### src/gpm_pkg.sv
// Purpose: Constants for the shared pin function multiplexer
// Assumes: 100 MHz system clock
// Notes:   Pin setting byte layout and designation codes
package gpm_pkg;
  localparam int unsigned NUM_PINS      = 4;
  localparam int unsigned DES_LSB       = 0;
  localparam int unsigned DES_MSB       = 2;
  localparam int unsigned DIR_BIT       = 3;
  localparam int unsigned OUTVAL_BIT    = 4;
  localparam logic [2:0]  DES_GPIO      = 3'h0;
  localparam logic [2:0]  DES_DEDICATED = 3'h1;
  localparam logic [2:0]  DES_ALT0      = 3'h2;
  localparam logic [2:0]  DES_ALT1      = 3'h3;
  localparam logic [2:0]  DES_ALT2      = 3'h4;
  localparam logic [7:0]  SETTING_RESET = 8'h00;
  localparam logic [1:0]  EDGE_RISE     = 2'h1;
  localparam logic [1:0]  EDGE_FALL     = 2'h2;
  localparam logic [1:0]  EDGE_BOTH     = 2'h3;
  localparam int unsigned CLK_HZ        = 100_000_000;
  localparam int unsigned LAMP_MS       = 4;
  localparam int unsigned LAMP_CYCLES   = CLK_HZ / 1000 * LAMP_MS;
  localparam int unsigned RST_FILT_NS   = 1000;
  localparam int unsigned RST_FILT_CYC  = (RST_FILT_NS + 9) / 10;
  localparam int unsigned CLKDIV_W      = 16;
  localparam logic [15:0] CLKDIV_RESET  = 16'h0004;
endpackage

### src/gpm_lamp.sv
// Purpose: Activity lamp, idles high, pulses low after traffic
// Assumes: Traffic is a one-cycle pulse
// Notes:   Pulse length is a parameter for simulation
`timescale 1ns/1ps
`default_nettype none
module gpm_lamp #(
  parameter int unsigned CYCLES = gpm_pkg::LAMP_CYCLES
) (
  input  wire logic i_clk,
  input  wire logic i_reset,
  input  wire logic i_traffic,
  output logic      o_lamp
);
  logic [31:0] count;
  logic [31:0] next_count;
  logic        next_lamp;

  always_comb
  begin
    next_count = count;
    if (i_traffic)
      next_count = CYCLES;
    else if (count != 32'h0)
      next_count = count - 32'h1;
    next_lamp = (next_count == 32'h0);
  end

  always_ff @(posedge i_clk or posedge i_reset)
  begin
    if (i_reset)
    begin
      count  <= 32'h0;
      o_lamp <= 1'b1;
    end
    else
    begin
      count  <= next_count;
      o_lamp <= next_lamp;
    end
  end

  a_lamp_restart: assert property (@(posedge i_clk) disable iff (i_reset)
    i_traffic |=> !o_lamp) else $error("lamp not low after traffic");
endmodule
`default_nettype wire

### src/gpm_pin_mux.sv
// Purpose: Function multiplexer for four shared general-purpose pins
// Assumes: Inputs synchronous to i_clk; settings bytes held stable by software
// Notes:   Analog paths are reported as select strobes; converters live elsewhere
// Operation
// - Only the edge detector requests wake-up
// - Armed detector edge during suspend wakes host
// - Plain mode drives commanded level, returns samples
// - Suspend indicator low in suspend, high after
// - Configured indicator low until configured
// - Configured indicator low while suspended
// - Activity lamps idle high, pulse low
// - Three-bit code selects each pin's function
// - Dedicated code maps indicator, clock, indicator, lamp
// - Pins 1 to 3 feed converter channels
// - Pins 2,3 share one output converter
// - Pin 1 clock output, divider adjustable
// - Detector flags selected edges on pin 1
// - Reset held by filtered low reset pin
// - Power-on reset initialises everything
// - Setting byte: code, direction, default value
`timescale 1ns/1ps
`default_nettype none
module gpm_pin_mux #(
  parameter int unsigned LAMP_CYCLES = gpm_pkg::LAMP_CYCLES
) (
  input  wire logic        i_clk,
  input  wire logic        i_reset,
  input  wire logic        i_reset_pin_n,
  input  wire logic [7:0]  i_setting_0,
  input  wire logic [7:0]  i_setting_1,
  input  wire logic [7:0]  i_setting_2,
  input  wire logic [7:0]  i_setting_3,
  input  wire logic        i_out_write,
  input  wire logic [3:0]  i_out_value,
  input  wire logic [1:0]  i_edge_select,
  input  wire logic        i_detector_clear,
  input  wire logic        i_remote_wake_enable,
  input  wire logic [15:0] i_clk_divide,
  input  wire logic        i_usb_suspended,
  input  wire logic        i_usb_configured,
  input  wire logic        i_uart_rx_traffic,
  input  wire logic        i_uart_tx_traffic,
  input  wire logic        i_i2c_traffic,
  input  wire logic [3:0]  i_pin_in,
  output logic      [3:0]  o_pin_out,
  output logic      [3:0]  o_pin_oe,
  output logic      [3:0]  o_pin_level,
  output logic             o_detector_flag,
  output logic             o_remote_wake,
  output logic      [3:1]  o_adc_select,
  output logic      [3:2]  o_dac_select,
  output logic             o_reset_n
);
  logic [7:0] setting [gpm_pkg::NUM_PINS];

  function automatic logic [2:0] des_of(input logic [7:0] s);
    des_of = s[gpm_pkg::DES_MSB:gpm_pkg::DES_LSB];
  endfunction

  always_comb
  begin
    setting[0] = i_setting_0;
    setting[1] = i_setting_1;
    setting[2] = i_setting_2;
    setting[3] = i_setting_3;
  end

  // Reset pin filter: low must persist before reset asserts
  logic [7:0] filt_count;
  logic [7:0] next_filt_count;
  logic       next_reset_n;

  always_comb
  begin
    next_filt_count = filt_count;
    next_reset_n    = o_reset_n;
    if (i_reset_pin_n)
    begin
      next_filt_count = 8'h00;
      next_reset_n    = 1'b1;
    end
    else if (filt_count == 8'(gpm_pkg::RST_FILT_CYC))
      next_reset_n = 1'b0;
    else
      next_filt_count = filt_count + 8'h01;
  end

  always_ff @(posedge i_clk or posedge i_reset)
  begin
    if (i_reset)
    begin
      filt_count <= 8'h00;
      o_reset_n  <= 1'b0;
    end
    else
    begin
      filt_count <= next_filt_count;
      o_reset_n  <= next_reset_n;
    end
  end

  // Internal reset combines power-on and filtered pin reset
  logic core_reset;
  assign core_reset = i_reset || !o_reset_n;

  // Plain output latch, loaded from default bits after reset
  logic [3:0] gpio_q;
  logic [3:0] next_gpio_q;
  logic       loaded;

  always_comb
  begin
    next_gpio_q = gpio_q;
    if (!loaded)
      for (int i = 0; i < 4; i++)
        next_gpio_q[i] = setting[i][gpm_pkg::OUTVAL_BIT];
    else if (i_out_write)
      next_gpio_q = i_out_value;
  end

  always_ff @(posedge i_clk or posedge core_reset)
  begin
    if (core_reset)
    begin
      gpio_q <= 4'h0;
      loaded <= 1'b0;
    end
    else
    begin
      gpio_q <= next_gpio_q;
      loaded <= 1'b1;
    end
  end

  // Clock output divider: toggles every i_clk_divide + 1 cycles
  logic [15:0] div_count;
  logic [15:0] next_div_count;
  logic        ref_clk;
  logic        next_ref_clk;

  always_comb
  begin
    next_div_count = div_count + 16'h0001;
    next_ref_clk   = ref_clk;
    if (div_count >= i_clk_divide)
    begin
      next_div_count = 16'h0000;
      next_ref_clk   = !ref_clk;
    end
  end

  always_ff @(posedge i_clk or posedge core_reset)
  begin
    if (core_reset)
    begin
      div_count <= 16'h0000;
      ref_clk   <= 1'b0;
    end
    else
    begin
      div_count <= next_div_count;
      ref_clk   <= next_ref_clk;
    end
  end

  // Edge detector on shared pin 1
  logic det_mode;
  logic prev_pin1;
  logic next_prev_pin1;
  logic next_flag;
  logic next_wake;
  logic edge_hit;

  assign det_mode = (des_of(setting[1]) == gpm_pkg::DES_ALT2);

  always_comb
  begin
    next_prev_pin1 = i_pin_in[1];
    edge_hit = det_mode && loaded && ( // No history yet in the first cycle out of reset
      (i_edge_select[0] && i_pin_in[1] && !prev_pin1) ||
      (i_edge_select[1] && !i_pin_in[1] && prev_pin1));
    next_flag = o_detector_flag;
    if (i_detector_clear)
      next_flag = 1'b0;
    if (edge_hit)
      next_flag = 1'b1; // Set wins over clear
    // Only the detector may wake; the wake enable must be high in the cycle the edge is seen
    next_wake = edge_hit && i_usb_suspended && i_remote_wake_enable;
  end

  always_ff @(posedge i_clk or posedge core_reset)
  begin
    if (core_reset)
    begin
      prev_pin1       <= 1'b0;
      o_detector_flag <= 1'b0;
      o_remote_wake   <= 1'b0;
    end
    else
    begin
      prev_pin1       <= next_prev_pin1;
      o_detector_flag <= next_flag;
      o_remote_wake   <= next_wake;
    end
  end

  // Activity lamps
  logic lamp_rx;
  logic lamp_tx;
  logic lamp_i2c;

  gpm_lamp #(.CYCLES(LAMP_CYCLES)) u_lamp_rx (
    .i_clk     (i_clk),
    .i_reset   (core_reset),
    .i_traffic (i_uart_rx_traffic),
    .o_lamp    (lamp_rx)
  );
  gpm_lamp #(.CYCLES(LAMP_CYCLES)) u_lamp_tx (
    .i_clk     (i_clk),
    .i_reset   (core_reset),
    .i_traffic (i_uart_tx_traffic),
    .o_lamp    (lamp_tx)
  );
  gpm_lamp #(.CYCLES(LAMP_CYCLES)) u_lamp_i2c (
    .i_clk     (i_clk),
    .i_reset   (core_reset),
    .i_traffic (i_i2c_traffic),
    .o_lamp    (lamp_i2c)
  );

  // Indicators
  logic suspend_ind;
  logic config_ind;
  assign suspend_ind = !i_usb_suspended;
  assign config_ind  = i_usb_configured && !i_usb_suspended;

  // Per-pin function selection
  logic [3:0] next_out;
  logic [3:0] next_oe;
  logic [3:1] next_adc;
  logic [3:2] next_dac;

  always_comb
  begin
    next_out = 4'h0;
    next_oe  = 4'h0;
    next_adc = 3'h0;
    next_dac = 2'h0;
    for (int p = 0; p < 4; p++)
    begin
      unique case (des_of(setting[p]))
        gpm_pkg::DES_GPIO:
        begin
          next_oe[p]  = !setting[p][gpm_pkg::DIR_BIT];
          next_out[p] = gpio_q[p];
        end
        gpm_pkg::DES_DEDICATED:
        begin
          next_oe[p] = 1'b1;
          case (p)
            0: next_out[p] = suspend_ind;
            1: next_out[p] = ref_clk;
            2: next_out[p] = config_ind;
            default: next_out[p] = lamp_i2c;
          endcase
        end
        gpm_pkg::DES_ALT0:
        begin
          if (p == 0)
          begin
            next_oe[p]  = 1'b1;
            next_out[p] = lamp_rx;
          end
          else
            next_adc[p] = 1'b1;
        end
        gpm_pkg::DES_ALT1:
        begin
          if (p == 1)
          begin
            next_oe[p]  = 1'b1;
            next_out[p] = lamp_tx;
          end
          else if (p >= 2)
            next_dac[p] = 1'b1;
        end
        default:
        begin
          next_oe[p] = 1'b0;
        end
      endcase
    end
  end

  always_ff @(posedge i_clk or posedge core_reset)
  begin
    if (core_reset)
    begin
      o_pin_out    <= 4'h0;
      o_pin_oe     <= 4'h0;
      o_pin_level  <= 4'h0;
      o_adc_select <= 3'h0;
      o_dac_select <= 2'h0;
    end
    else
    begin
      o_pin_out    <= next_out;
      o_pin_oe     <= next_oe;
      o_pin_level  <= i_pin_in;
      o_adc_select <= next_adc;
      o_dac_select <= next_dac;
    end
  end

  a_wake_only_det: assert property (@(posedge i_clk) disable iff (core_reset)
    o_remote_wake |-> $past(det_mode) && o_detector_flag) else $error("wake without edge");
  a_rise_sets_flag: assert property (@(posedge i_clk) disable iff (core_reset)
    loaded && det_mode && i_edge_select[0] && i_pin_in[1] && !prev_pin1 |=> o_detector_flag)
    else $error("rising edge missed");
  a_wake_on_edge: assert property (@(posedge i_clk) disable iff (core_reset)
    det_mode && i_edge_select[1] && prev_pin1 && !i_pin_in[1] && i_usb_suspended
    && i_remote_wake_enable |=> o_remote_wake && o_detector_flag) else $error("no wake");
  a_suspend_ind: assert property (@(posedge i_clk) disable iff (core_reset)
    des_of(setting[0]) == gpm_pkg::DES_DEDICATED && i_usb_suspended |=> !o_pin_out[0])
    else $error("suspend indicator high");
  a_cfg_suspend: assert property (@(posedge i_clk) disable iff (core_reset)
    des_of(setting[2]) == gpm_pkg::DES_DEDICATED && i_usb_suspended |=> !o_pin_out[2])
    else $error("configured indicator high in suspend");
  a_reserved_idle: assert property (@(posedge i_clk) disable iff (core_reset)
    des_of(setting[0]) >= gpm_pkg::DES_ALT1 |=> !o_pin_oe[0])
    else $error("reserved code drives pin");
  a_dac_shared: assert property (@(posedge i_clk) disable iff (core_reset)
    des_of(setting[3]) == gpm_pkg::DES_ALT1 |=> o_dac_select[3] && !o_pin_oe[3])
    else $error("dac route wrong");
  a_gpio_drive: assert property (@(posedge i_clk) disable iff (core_reset)
    loaded && des_of(setting[2]) == gpm_pkg::DES_GPIO && !setting[2][gpm_pkg::DIR_BIT]
    |=> o_pin_oe[2] && o_pin_out[2] == $past(gpio_q[2])) else $error("gpio drive");
endmodule
`default_nettype wire

### config.mk
export PLATFORM = sky130hd
export DESIGN_NAME = gpm_pin_mux
export DESIGN_NICKNAME = d
export VERILOG_FILES = /design/src/gpm_pkg.sv /design/src/gpm_lamp.sv /design/src/gpm_pin_mux.sv
export SDC_FILE = /design/constraint.sdc
export NUM_CORES = 1
export LEC_CHECK = 0
export BUFFER_PORTS_ARGS = -buffer_cell sky130_fd_sc_hd__buf_4
export CAP_MARGIN = 20
export CORE_MARGIN = 2
export CORE_UTILIZATION = 50
export DETAILED_ROUTE_END_ITERATION = 8
export PLACE_DENSITY_LB_ADDON = 0.15
export SLEW_MARGIN = 25
export SYNTH_ARGS = -nofsm -noshare
export SYNTH_HDL_FRONTEND = slang
export SYNTH_SLANG_ARGS = --single-unit
### constraint.sdc
create_clock -name i_clk -period 8.41 [get_ports i_clk]
set_input_delay 0 -clock i_clk [delete_from_list [all_inputs] [get_ports i_clk]]
set_output_delay 0 -clock i_clk [all_outputs]
set_load 0.005 [all_outputs]
== Yosys cells after proc, flatten, opt, wreduce, memory -nomap -nowiden ==
Index checks and enable logic that the tools add are counted.
Cells by class
  add/subtract/negate cells: 5
  order comparisons: 1
  equality and inequality tests: 15
  multiplexer cells: 28
  reductions and logical operators: 34
Operators with widths (number)
  32-bit 2-to-1 mux: 6
  32-bit logical NOT: 3
  32-bit nonzero test: 3
  32-bit by 1-bit subtractor with 32-bit output (second input constant): 3
  3-bit by 2-bit == test with 1-bit output (second input constant): 7
  16-bit by 1-bit adder with 16-bit output (second input constant): 1
  16-bit greater-or-equal comparator: 1
  16-bit 2-to-1 mux: 1
  8-bit 2-to-1 mux: 2
  3-bit by 1-bit == test with 1-bit output (second input constant): 4
  3-bit logical NOT: 4
  1-bit case mux with 2 select lines: 6
  1-bit logical AND: 9
  1-bit logical NOT: 9
  1-bit 2-to-1 mux: 9
  8-bit by 1-bit adder with 8-bit output (second input constant): 1
  8-bit by 7-bit == test with 1-bit output (second input constant): 1
  4-bit 2-to-1 mux: 2
  1-bit case mux with 3 select lines: 2
  2-bit != test (second input constant): 2
  2-bit nonzero test: 2
  2-bit OR reduction: 2
  3-bit == test (second input constant): 1
  1-bit logical OR: 2
Storage, ports and cells
  register bits after elaboration: 150
  output and inout bits: 20
  logic and storage cells: 103

== Logic depth before layout (Yosys ltp) ==
  depth after elaboration: 7
  mapped depth: 13
  depth with buffers taken out: 11

== Modules after synthesis ==
From an unflattened synthesis, not the netlist that was laid out.
Second synthesis, totals
  cell total of the unflattened synthesis: 955
  area total of the unflattened synthesis: 8914.8 µm²
Modules (own cells, without submodules)
  gpm_lamp: times used 3, cells each 233, area each 2137.0 µm², seq. area each 827.0 µm²
  gpm_pin_mux: times used 1, cells each 256, area each 2503.7 µm², seq. area each 1251.2 µm²

== Worst setup path before layout ==
Ideal clock, no wire load.
  path kind: reg2reg
  from: register u_lamp_rx.count[10]
  to: register u_lamp_rx.o_lamp
  arrival time: 3.732 ns
  data required time: 8.347 ns
  slack: 4.615 ns
  cell stages (with the launch flop): 12
  period minus slack after synthesis: 3.795 ns
  path through: dfrtp_1 > or4_4 > or4_4 > buf_6 > or4_4 > buf_2 > a221oi_1 > a41oi_1 > a221o_1 > or4_1 > nor4_1 > and4_1
On the way
  longest elaborated chain between the ends: 4
  elaborated cells on any way between the ends: 5
RTL lines
  start, declared: RTL line gpm_lamp.sv:14  | logic [31:0] count;
  start signal, assigned: RTL line gpm_lamp.sv:37  | count <= next_count;
  32-bit by 1-bit subtractor with 32-bit output / 32-bit nonzero test (equally long branches): RTL line gpm_lamp.sv:24, gpm_lamp.sv:23
  32-bit 2-to-1 mux *: RTL line gpm_lamp.sv:23  | else if (count != 32'h0)
  32-bit 2-to-1 mux *: RTL line gpm_lamp.sv:21  | if (i_traffic)
  32-bit logical NOT *: RTL line gpm_lamp.sv:25  | next_lamp = (next_count == 32'h0);
  named net u_lamp_rx.next_lamp: RTL line gpm_lamp.sv:16  | logic next_lamp;
  end signal, assigned: RTL line gpm_lamp.sv:38  | o_lamp <= next_lamp;
  end, declared: RTL line gpm_lamp.sv:12  | output logic o_lamp
The timed path passes the listed nets; every way through them passes the cells marked *.
A chain may end at the register's enable or synchronous reset.

== Worst setup path in the final report ==
  from: register u_lamp_i2c.count[14]
  to: register u_lamp_i2c.o_lamp
On the way
  longest elaborated chain between the ends: 4
  elaborated cells on any way between the ends: 5
RTL lines (RTL line)
  start, declared: gpm_lamp.sv:14
  start signal, assigned: gpm_lamp.sv:37
  32-bit by 1-bit subtractor with 32-bit output / 32-bit nonzero test (equally long branches): gpm_lamp.sv:24, gpm_lamp.sv:23
  32-bit 2-to-1 mux *: gpm_lamp.sv:23
  32-bit 2-to-1 mux *: gpm_lamp.sv:21
  32-bit logical NOT *: gpm_lamp.sv:25
  named net u_lamp_i2c.next_lamp: gpm_lamp.sv:16
  end signal, assigned: gpm_lamp.sv:38
  end, declared: gpm_lamp.sv:12
Marked as above.

==> flow_summary.toml <==
[clock_network]
clkSlewWorstSetupHoldPaths_ps = 60
cts_buffer_depth = 2
cts_tree = "built"
cts_sinks = 149
cts_root_buffer = "clkbuf_16"
insertion_delay_ps = 430
htreeDepth = 4
cts_setup_buffers = 0
cts_buffers = 17

[placement]
hpwl_um = 12200
place.gp.congestion = 0.850
port_buffers = 76

[global_routing]
antenna_found_initial = 0
busiest_layer = "met2"
grtUsageMet1_pct = 31.5
grt_use_met2_pct = 36.0
grt_max_degree = 72
gr-usage-met3_pct = 4.15
groute.usage.overall_pct = 22.8
first_global_vias = 6435
grt_pass1_wl_um = 30700
grt-ovfl-total = 0

[synth]
yosys_warnings = 0
yosys_register_bits = 149
synth_edf_count = 0
synth_top_area_share_pct = 45.5
synthCells = 864
synth_cell_types = 62
syn_area_per_cell_um2 = 9.29
async_flop_share_pct = 100
synth_ff_type = "dfrtp_1"
ys_seq_area_share_pct = 46.5
syn_area_mm2 = 0.00802
yosysTopAreaCell = "dfrtp_1"
syn_nets = 958
synthTopCellsByArea = "dfrtp_1 (46%), nor2_1 (7.1%), xnor2_1 (4.9%)"

[worst_setup_path]
worstPathRequired_ps = 8730
worstSetupPathType = "reg -> reg"
critPathLaunchType = "flop"
crit_cells = 9
crit_family = "simple AND/OR/NAND/NOR gates"
ff2ff_path_depth = 9
cp_slowest_stage_delay_ps = 730
r2r_setup_slack_ps = 4260
cp-end-kind = "flop"
worstPathArrival_ps = 4470
critPathMaxFanout = 11
path_buf_inv = 0
critPathMostFrequentCell = "or4_1"
crit_path_cell_trace = "or4_1, or4_4, or4_1, nand3b_1, xor2_1, nand2_1, or3_1, or4_1, nor4_1"
cpMaxStageDelayCell = "or4_1"

[worst_hold_path]
hold_path_depth = 4
hp-class = "in -> reg"

[routing]
avgViaCountPerCell = 5.41
vias = 6511
routed_wl_um = 18200
first_pass_iters = 5
wl_per_cell_um = 15.1
ant_nets = 0
drtIter0Drc = 414
drc_errors = 0

[layout]
final_common_cell = "nor2_1"
layout_common_cells = "nor2_1 (152), dfrtp_1 (146), buf_4 (81)"
register_area_mm2 = 0.00373
multi_input_area_mm2 = 0.00403
antenna_cells = 0
area_growth_pct = 23.4
fillerInstances = 1362
layout-drive-gt1-share_pct = 13.8
fin_nets = 1069

[power]
fin_total_pwr_uw = 1970
leakagePower_uw = 0.00433
powerDensity_mw_per_mm2 = 199
ir_worst_vdd_v = 0.000154

[floorplan]
core_mm2 = 0.0158
die_y_um = 131
die-area_mm2 = 0.0171
die_w_um = 131
rows = 46
initial_core_util_pct = 50.9
boundaryPins = 89

[timing]
final_max_slew_viol_count = 0
tns_ps = 0
max_freq_mhz = 241
slew_headroom_pct = 40.1
period_needed_ps = 4150
setup_viol = 0
clock_skew_ps = 7.57
tightest_slew_ps = 898
final_hold_viol_count = 0
rsz0062_at_grt = "false"
finalCritPeriodShare_pct = 49.4

[status]
status = "completed"

[job]
max_cap_violations = 0
sequential cells by signal (all words and copies together), names as in the netlist, 8 cells and up:
signal	cells
div_count	16
filt_count	8
u_lamp_i2c.count	32
u_lamp_rx.count	32
u_lamp_tx.count	32
cell usage after synthesis (all sizes together), types with 2 or more instances:
cell type / n
or2: 5
or4b: 8
clkbuf: 28
o31ai: 8
nor3: 38
nand2: 56
a41oi: 3
a311o: 2
o211ai: 2
nand4b: 5
ha: 25
o21ai: 16
nand3b: 8
dfstp: 3
nand2b: 16
nand4: 12
a31oi: 4
or4: 24
and2: 2
dfrtp: 146
nor2b: 6
and3: 8
a2111oi: 4
nor3b: 10
xnor2: 45
a21oi: 40
nor2: 152
a211oi: 7
a21o: 7
mux2i: 7
nand3: 23
nor4: 23
buf: 5
xor2: 36
o41ai: 5
inv: 36
and4: 2
o21bai: 2
or3: 17
nor4b: 6
worst paths after layout:
check | from | end
worst min-delay path | i_setting_1[1] | o_detector_flag$_DFFE_PP0P_
worst max register to register | u_lamp_i2c.count[14]$_DFF_PP0_ | u_lamp_i2c.o_lamp$_DFF_PP1_
worst max-delay path | u_lamp_i2c.count[14]$_DFF_PP0_ | u_lamp_i2c.o_lamp$_DFF_PP1_
min in group asynchronous | i_reset | filt_count[2]$_DFFE_PP0P_
worst min register to register | ref_clk$_DFFE_PP0N_ | ref_clk$_DFFE_PP0N_
max in group asynchronous | o_reset_n$_DFFE_PP0P_ | u_lamp_rx.count[26]$_DFF_PP0_
report_power, final:
part / internal [uW] / switching [uW]
Clock: 588 / 292
Combinational: 131 / 142
Sequential: 763 / 54.1
worst reg2reg max path, cell delays in order (launching register included):
cell	delay, ps
dfrtp_1	420
or4_1	660
or4_4	620
or4_1	730
nand3b_1	190
xor2_1	210
nand2_1	80
or3_1	320
or4_1	490
nor4_1	330
per-stage QoR:
stage	util [%]	cells	hold WS (ps)	setup WS, ps	area, um2
4_1_cts	62.8	1204	61.1	4230	9900
5_1_grt	62.8	1204	118	4040	9900
3_5_place_dp	55.7	1128	29.4	4240	8780
3_3_place_gp	55.6	1128	9.83	4280	8770
2_1_floorplan	-	864	-172	3060	8030
6_report	62.8	1204	73.8	4260	9900
cell families (layout without fill, tap and decap cells):
kind of cell               Yosys count  in the layout  synth area share [%]
adders and majority gates           25             25                  3.90
DFF                                149            149                  46.5
and+or+nand+nor                    422            422                  27.4
AOI/OAI and AO/OA                  109            109                  8.89
buffers and inverters               69            193                  3.40
other                                1              1                0.0467
muxes                                8              8                  1.01
xor gates and xnor gates            81             81                  8.84
metal layers:
layer  part of all wire (%)  up-vias  wire length [um]
li1                       -     3269                 -
met1                     46     3082              8440
met2                     48      127              8640
met3                    3.4       33               616
met4                    2.6        0               478
met5                      0        -                 0
cell type report:
type / instances / area share [%]
clock buffer: 24 / 4.97
inverter: 36 / 1.36
tap: 216 / 2.73
timing repair buffer: 125 / 10.6
clock inverter: 8 / 1.95
multi-input combinational: 646 / 40.7
sequential: 149 / 37.7
what timing repair did:
item	CTS	global route
endpoints found under the hold margin	149	0
hold buffers	44	0
resized for setup	0	0
endpoints found under the setup margin	0	0
Power figures use the tool's default switching activity.
